## src/design/xy_seq_cfg.svh

```systemverilog
// Timing and reset constants of the X-Y point sequencer
`ifndef XY_SEQ_CFG_SVH
`define XY_SEQ_CFG_SVH
`define XY_CLK_MHZ          100
`define XY_IDLE_STEP_NS     25
`define XY_IDLE_STEP_CYC    ((`XY_IDLE_STEP_NS * `XY_CLK_MHZ + 999) / 1000)
`define XY_OVERHEAD_NS      500
`define XY_OVERHEAD_CYC     ((`XY_OVERHEAD_NS * `XY_CLK_MHZ) / 1000)
`define XY_COORD_MAX        12'hfff
`define XY_THRESH_RST       12'h3e8
`define XY_SMALL_RST        8'h19
`define XY_LARGE_RST        8'h32
`define XY_UNBLANK_RST      8'h05
`define XY_FRAME_MS         20
`endif

```

## src/design/xy_seq_pkg.sv

```systemverilog
// Types of the X-Y point sequencer
package xy_seq_pkg;
  typedef logic [11:0] coord_t;
  typedef logic [7:0]  count_t;
  typedef enum logic [2:0] {
    ST_IDLE   = 3'b000,
    ST_LOAD_X = 3'b001,
    ST_LOAD_Y = 3'b011,
    ST_SETTLE = 3'b010,
    ST_BEAM   = 3'b110,
    ST_OFF    = 3'b111
  } seq_state_e;
endpackage : xy_seq_pkg

```

## src/design/xy_vector_point_sequencer.sv

```systemverilog
// X-Y vector point sequencer: converter loads, settling delay, beam pulse
//
// Contract
// Beam pulse width set by programmable count
// Point period: overhead plus settle plus pulse
// Beam held low through whole settling
// Separate short and long settling counts
// Below threshold short, at or above long
// Each count unit adds one idle step
// Zero counts give about 500 ns period
// Keep period short for 20 ms redraw
// Four settings readable and writable at runtime
// Pulse count reported back when queried
// Coordinates span 0 to 4095 per axis
// Load X, then Y, settle, then beam
// Beam low again before next point
// Absolute per-axis difference picks long count
`timescale 1ns/1ps
`include "xy_seq_cfg.svh"
module xy_vector_point_sequencer (
  // Clock and reset
  input  wire logic               i_clk,
  input  wire logic               i_rstn,
  // Point stream in
  input  wire logic               i_pt_valid,
  input  wire xy_seq_pkg::coord_t i_pt_x,
  input  wire xy_seq_pkg::coord_t i_pt_y,
  output logic                    o_pt_ready,
  // Settings write port
  input  wire logic               i_set_we,
  input  wire logic [1:0]         i_set_sel,
  input  wire logic [11:0]        i_set_data,
  // Settings query port
  input  wire logic               i_query,
  output logic                    o_query_valid,
  output logic [11:0]             o_query_data,
  // Converter and beam outputs
  output xy_seq_pkg::coord_t      o_dac_x,
  output logic                    o_dac_x_we,
  output xy_seq_pkg::coord_t      o_dac_y,
  output logic                    o_dac_y_we,
  output logic                    o_beam_on,
  // Status
  output logic                    o_busy,
  output logic [11:0]             o_threshold,
  output xy_seq_pkg::count_t      o_small_count,
  output xy_seq_pkg::count_t      o_large_count,
  output xy_seq_pkg::count_t      o_unblank_count
);
  import xy_seq_pkg::*;

  // Cycles per idle step and fixed overhead, derived from the clock rate
  localparam int unsigned STEP_CYC_I = `XY_IDLE_STEP_CYC;
  localparam int unsigned OVH_CYC_I  = `XY_OVERHEAD_CYC;
  localparam logic [15:0] STEP_CYC   = 16'(STEP_CYC_I);
  // Load X and load Y states take two of the overhead cycles
  localparam logic [15:0] OVH_WAIT   = 16'(OVH_CYC_I - 2);

  // Settings selector codes
  localparam logic [1:0] SEL_THRESH  = 2'h0;
  localparam logic [1:0] SEL_SMALL   = 2'h1;
  localparam logic [1:0] SEL_LARGE   = 2'h2;
  localparam logic [1:0] SEL_UNBLANK = 2'h3;

  // Settings registers
  logic [11:0] thresh_reg, thresh_next;        // Step-size threshold
  count_t      small_reg, small_next;          // Short settling count
  count_t      large_reg, large_next;          // Long settling count
  count_t      unblank_reg, unblank_next;      // Beam pulse count
  logic        qv_reg, qv_next;                // Query answer strobe
  logic [11:0] qd_reg, qd_next;                // Query answer data

  // Settings update and query answer
  always_comb begin
    thresh_next  = thresh_reg;
    small_next   = small_reg;
    large_next   = large_reg;
    unblank_next = unblank_reg;
    qv_next      = 1'b0;
    qd_next      = qd_reg;
    // runtime setting update
    if (i_set_we) begin
      case (i_set_sel)
        SEL_THRESH:  thresh_next  = i_set_data;
        SEL_SMALL:   small_next   = i_set_data[7:0];
        SEL_LARGE:   large_next   = i_set_data[7:0];
        SEL_UNBLANK: unblank_next = i_set_data[7:0];
        default:     thresh_next  = thresh_reg;
      endcase
    end
    // report pulse count
    if (i_query) begin
      qv_next = 1'b1;
      qd_next = {4'h0, unblank_reg};
    end
  end

  // Settings registers, reset to the start-up values
  always_ff @(posedge i_clk or negedge i_rstn) begin
    if (!i_rstn) begin
      thresh_reg  <= `XY_THRESH_RST;
      small_reg   <= `XY_SMALL_RST;
      large_reg   <= `XY_LARGE_RST;
      unblank_reg <= `XY_UNBLANK_RST;
      qv_reg      <= 1'b0;
      qd_reg      <= 12'h000;
    end else begin
      thresh_reg  <= thresh_next;
      small_reg   <= small_next;
      large_reg   <= large_next;
      unblank_reg <= unblank_next;
      qv_reg      <= qv_next;
      qd_reg      <= qd_next;
    end
  end

  // Sequencer state
  seq_state_e  state_reg, state_next;          // Current phase of a point
  coord_t      px_reg, px_next;                // Pending X
  coord_t      py_reg, py_next;                // Pending Y
  coord_t      dx_reg, dx_next;                // Converter X value
  coord_t      dy_reg, dy_next;                // Converter Y value
  logic        dxw_reg, dxw_next;              // X converter write strobe
  logic        dyw_reg, dyw_next;              // Y converter write strobe
  logic        beam_reg, beam_next;            // Beam enable
  logic        long_reg, long_next;            // Long settle chosen
  logic [15:0] sub_reg, sub_next;              // Cycles within a step
  logic [15:0] cnt_reg, cnt_next;              // Steps left in a phase, cycles left in the overhead
  logic        ovh_reg, ovh_next;              // Still in fixed overhead

  // Absolute per-axis moves from the current converter values
  logic [11:0] mag_x;
  logic [11:0] mag_y;
  logic        is_long;
  always_comb begin
    // absolute axis difference
    mag_x = (px_reg >= dx_reg) ? (px_reg - dx_reg) : (dx_reg - px_reg);
    mag_y = (py_reg >= dy_reg) ? (py_reg - dy_reg) : (dy_reg - py_reg);
    // threshold compare
    is_long = (mag_x >= thresh_reg) || (mag_y >= thresh_reg);
  end

  // Next-state logic of the point sequence
  always_comb begin
    state_next = state_reg;
    px_next    = px_reg;
    py_next    = py_reg;
    dx_next    = dx_reg;
    dy_next    = dy_reg;
    dxw_next   = 1'b0;
    dyw_next   = 1'b0;
    beam_next  = beam_reg;
    long_next  = long_reg;
    sub_next   = sub_reg;
    cnt_next   = cnt_reg;
    ovh_next   = ovh_reg;
    case (state_reg)
      // Wait for a point; coordinates are 12 bits so 0..4095 by width
      ST_IDLE: begin
        beam_next = 1'b0;
        // coordinate range
        if (i_pt_valid) begin
          px_next    = i_pt_x;
          py_next    = i_pt_y;
          state_next = ST_LOAD_X;
        end
      end
      // write X first
      ST_LOAD_X: begin
        long_next  = is_long;
        dx_next    = px_reg;
        dxw_next   = 1'b1;
        state_next = ST_LOAD_Y;
      end
      // then write Y
      ST_LOAD_Y: begin
        dy_next    = py_reg;
        dyw_next   = 1'b1;
        ovh_next   = 1'b1;
        sub_next   = 16'h0000;
        cnt_next   = OVH_WAIT;
        state_next = ST_SETTLE;
      end
      // beam stays low while settling
      ST_SETTLE: begin
        beam_next = 1'b0;
        if (ovh_reg) begin
          // fixed transfer overhead
          // overhead sets minimum period
          if (cnt_reg == 16'h0000) begin
            ovh_next = 1'b0;
            // pick short or long count
            cnt_next = {8'h00, long_reg ? large_reg : small_reg};
          end else begin
            cnt_next = cnt_reg - 16'h0001;
          end
        // one idle step per count
        end else if (cnt_reg == 16'h0000) begin
          // beam after settling
          beam_next  = 1'b1;
          cnt_next   = {8'h00, unblank_reg};
          sub_next   = 16'h0000;
          state_next = ST_BEAM;
        end else if (sub_reg == STEP_CYC - 16'h0001) begin
          sub_next = 16'h0000;
          cnt_next = cnt_reg - 16'h0001;
        end else begin
          sub_next = sub_reg + 16'h0001;
        end
      end
      // pulse width from count, one cycle minimum
      ST_BEAM: begin
        if (cnt_reg == 16'h0000) begin
          beam_next  = 1'b0;
          state_next = ST_OFF;
        end else if (sub_reg == STEP_CYC - 16'h0001) begin
          sub_next = 16'h0000;
          cnt_next = cnt_reg - 16'h0001;
        end else begin
          sub_next = sub_reg + 16'h0001;
        end
      end
      // beam low before next point
      ST_OFF: begin
        beam_next  = 1'b0;
        state_next = ST_IDLE;
      end
      default: begin
        beam_next  = 1'b0;
        state_next = ST_IDLE;
      end
    endcase
  end

  // Sequencer registers
  always_ff @(posedge i_clk or negedge i_rstn) begin
    if (!i_rstn) begin
      state_reg <= ST_IDLE;
      px_reg    <= 12'h000;
      py_reg    <= 12'h000;
      dx_reg    <= 12'h000;
      dy_reg    <= 12'h000;
      dxw_reg   <= 1'b0;
      dyw_reg   <= 1'b0;
      beam_reg  <= 1'b0;
      long_reg  <= 1'b0;
      sub_reg   <= 16'h0000;
      cnt_reg   <= 16'h0000;
      ovh_reg   <= 1'b0;
    end else begin
      state_reg <= state_next;
      px_reg    <= px_next;
      py_reg    <= py_next;
      dx_reg    <= dx_next;
      dy_reg    <= dy_next;
      dxw_reg   <= dxw_next;
      dyw_reg   <= dyw_next;
      beam_reg  <= beam_next;
      long_reg  <= long_next;
      sub_reg   <= sub_next;
      cnt_reg   <= cnt_next;
      ovh_reg   <= ovh_next;
    end
  end

  // Outputs
  // ready as soon as idle, no added gaps
  assign o_pt_ready      = (state_reg == ST_IDLE);
  assign o_busy          = (state_reg != ST_IDLE);
  assign o_dac_x         = dx_reg;
  assign o_dac_x_we      = dxw_reg;
  assign o_dac_y         = dy_reg;
  assign o_dac_y_we      = dyw_reg;
  assign o_beam_on       = beam_reg;
  assign o_query_valid   = qv_reg;
  assign o_query_data    = qd_reg;
  assign o_threshold     = thresh_reg;
  assign o_small_count   = small_reg;
  assign o_large_count   = large_reg;
  assign o_unblank_count = unblank_reg;
endmodule : xy_vector_point_sequencer

```

## config.mk

```make
export PLATFORM = sky130hd
export DESIGN_NAME = xy_vector_point_sequencer
export DESIGN_NICKNAME = d
export VERILOG_FILES = /design/src/design/xy_seq_pkg.sv /design/src/design/xy_vector_point_sequencer.sv
export VERILOG_INCLUDE_DIRS = /design/src /design/src/design
export SDC_FILE = /design/constraint.sdc
export NUM_CORES = 1
export LEC_CHECK = 0
export BUFFER_PORTS_ARGS = -buffer_cell sky130_fd_sc_hd__buf_4
export CORE_ASPECT_RATIO = 1.1
export CORE_MARGIN = 3
export CORE_UTILIZATION = 59
export DETAILED_ROUTE_END_ITERATION = 12
export HOLD_SLACK_MARGIN = 0.02
export PLACE_DENSITY = 0.84
export SLEW_MARGIN = 20
export SYNTH_ARGS = -nofsm -noshare
export SYNTH_HDL_FRONTEND = slang
export SYNTH_SLANG_ARGS = --single-unit
```

## constraint.sdc

```tcl
create_clock -name i_clk -period 4.89 [get_ports i_clk]
set_input_delay 0.7335 -clock i_clk [delete_from_list [all_inputs] [get_ports i_clk]]
set_output_delay 0.7335 -clock i_clk [all_outputs]
set_load 0.03 [all_outputs]
```

==> flow_metrics.py <==
metrics = {
    "detailed_routing": {
        "vias": 7256,
        "drt_iter0_markers": 429,
        "antenna_left": 0,
        "drt-total-wl_um": 21100,
        "drc": 0,
        "routed_via_density": 5.91,
        "wl_per_cell_um": 17.2,
        "dr.pass1.iters": 5,
    },
    "yosys": {
        "synth_area_leaders": "dfrtp_1 35%, ha_1 11%, mux2_2 5.9%",
        "async_flop_share": 1.00,
        "syn_inst": 927,
        "synth-seq-cells": 133,
        "synth_common_cells": "119 x dfrtp_1, 105 x nand2_1, 101 x o21ai_0",
        "netlist.area_leader.share": 0.347,
        "synth_cell_types": 70,
        "synth_most_common_cell": "dfrtp_1",
        "synth_flop_cell": "dfrtp_1",
        "ys_seq_area_frac": 0.389,
        "syn-mean-instance-area_um2": 9.27,
        "ys_warn_count": 0,
        "synth.largest_area_cell": "dfrtp_1",
        "netlist_area_mm2": 0.00859,
        "synth-edff-count": 0,
    },
    "final_layout": {
        "n_antenna_cell": 0,
        "finalNonFillerCells": 1227,
        "layout-drive-gt1-share": 0.226,
        "syn_to_final_growth_pct": 18.8,
        "nFillCells": 1011,
        "fin_nets": 1146,
    },
    "worst_setup_path": {
        "path_common_cell": "a21oi_1",
        "path_cells": "inv_1, ha_1, inv_1, fa_1, a21o_1, a211o_1, a221oi_2, o21ai_2, a311oi_1, a31oi_1, a21oi_1, o21ai_0, xor2_1, ha_1, a21oi_1, nor2b_1, o21ai_0, nand3_1, a21oi_1, a31oi_1",
        "crit_path_end_kind": "register",
        "slowest_delay_ns": 0.39,
        "cp-start-kind": "register",
        "r2r-end": "long_reg",
        "r2r_cells": 20,
        "cp.arrival_ns": 4.48,
        "r2r_start": "py_reg[0]",
        "ff2ff_setup_slack_ns": 0.72,
        "worst-path-max-fanout": 17,
        "crit_required_ns": 5.20,
        "path_class": "reg -> reg",
        "crit_slowest_cell": "dfrtp_1",
    },
    "power_and_ir_drop": {
        "irDropWorstVdd_uv": 264,
        "power_density_mw_per_mm2": 307,
        "leakage_nw": 5.01,
    },
    "timing": {
        "setup_viol": 0,
        "finalSetupTns_ns": 0,
        "rsz0062_at_grt": "false",
        "slew_viol_final": 0,
        "min_period_ns": 4.17,
        "worst_pin_slew_ns": 0.875,
        "fin_ws_ns": 0.719,
        "slew_headroom": 0.417,
        "holdWs_ns": 0.388,
        "fin_skew_ns": 0.00691,
        "fin_crit_sh": 0.853,
        "max_clock_freq_ghz": 0.240,
        "finalHoldViolCount": 0,
    },
    "job": {
        "cap_violations": 0,
    },
    "grt": {
        "antenna_found_initial": 0,
        "grt_pass1_vias": 7306,
        "grt-ovfl-total": 0,
        "grt.total_usage": 0.275,
        "grt_pass1_wl_um": 35700,
        "grt_max_degree": 64,
    },
    "cts": {
        "clk_pin_slew_ns": 0.06,
        "cts-buffers-inserted": 17,
        "cts_resized": 0,
        "clock_latency_ns": 0.43,
        "root_buffer": "clkbuf_16",
        "clock_sinks": 133,
        "cts_setup_buffers": 0,
        "cts_tree": "done",
        "postCtsHoldBufs": 0,
        "cts_max_level": 4,
        "clk_path_buf_depth": 2,
    },
    "placement": {
        "port-buffer-count": 116,
        "routabilityCongestion": 0.935,
        "dp_cells": 1195,
        "hpwl_um": 15200,
        "pre_cts_ws_ns": 0.799,
    },
    "floorplan": {
        "initial_core_util": 0.613,
        "die-area_mm2": 0.0160,
        "core_mm2": 0.0140,
        "die_h_um": 133,
        "io_pins": 121,
        "dieWidth_um": 121,
        "fp-row-count": 45,
    },
    "outcome": {
        "status": "finished, final reports clean",
    },
    "min_path": {
        "hp-class": "in -> async",
    },
}
[kinds of logic after synthesis]
family	Yosys count	synth area share
AOI/OAI and AO/OA	250	0.182
buffers and inverters	125	0.0593
muxes	60	0.0779
other	1	0.000436
DFF	133	0.389
xor gates and xnor gates	35	0.0357
and+or+nand+nor	246	0.140
adders and majority gates	77	0.116
[critical path, delay by kind of cell (launching register included)]
kind | cells | cell delay, ns
AND/OR/NAND/NOR | 2 | 0.14
adder cells (fa/ha/maj) | 3 | 0.86
buffers and inverters | 2 | 0.14
AO/OA/AOI/OAI | 12 | 2.38
XOR/XNOR | 1 | 0.16
flip-flops | 1 | 0.39
[through the flow]
stage	instance area, um2	power, mW	util
after floorplan	8600	1.53	-
after global placement	9570	1.75	0.683
after detailed placement	9570	1.76	0.683
after CTS	10200	3.15	0.728
after global routing	10200	3.23	0.728
final	10200	3.14	0.728
[placed cells by master, fill, tap and decap left out, drive strengths merged, types with 7 or more instances in the layout]
master and count:
buf 125, dfrtp 119, nand2 105, o21ai 104, inv 78, ha 73, a21oi 47, mux2 45
nor2 37, a21o 32, xor2 19, clkbuf 19, nor3 18, xnor2 16, nand3 15, mux2i 14
a31oi 14, dfstp 14, and3 11, nand4 9, or3 9, nor2b 7
[how the worst max path moves through the flow]
stage	start	cells past startpoint	to
2_1_floorplan	o_dac_y[1]	17	long_reg
3_3_place_gp	py_reg[0]	20	long_reg
3_5_place_dp	py_reg[0]	20	long_reg
4_1_cts	py_reg[0]	20	long_reg
5_1_grt	py_reg[0]	20	long_reg
6_report	py_reg[0]	20	long_reg
[power breakdown]
part	leakage, nW	internal [mW]	total, mW	switching (mW)
registers	1.50	1.19	1.26	0.0669
logic	3.21	0.195	0.484	0.289
clock network	0.303	0.903	1.40	0.493
total	5.01	2.29	3.14	0.849
[layout make-up]
cell class / count / area [um2] / area share
flip-flops and latches: 133 / 3350 / 0.328
well taps: 188 / 235 / 0.0230
clock inverters: 13 / 205 / 0.0201
repair buffers: 125 / 938 / 0.0919
clock buffers: 19 / 433 / 0.0424
multi-input cells: 672 / 4760 / 0.467
inverters: 77 / 289 / 0.0283
[routing by layer]
metal / track usage / part of all wire / wire, um
met4: 0.119 / 0.028 / 594
met5: 0 / 0 / 0
met2: 0.454 / 0.50 / 10600
met3: 0.0475 / 0.052 / 1090
met1: 0.354 / 0.42 / 8830
Note: power is estimated with default switching activity, not from simulation.
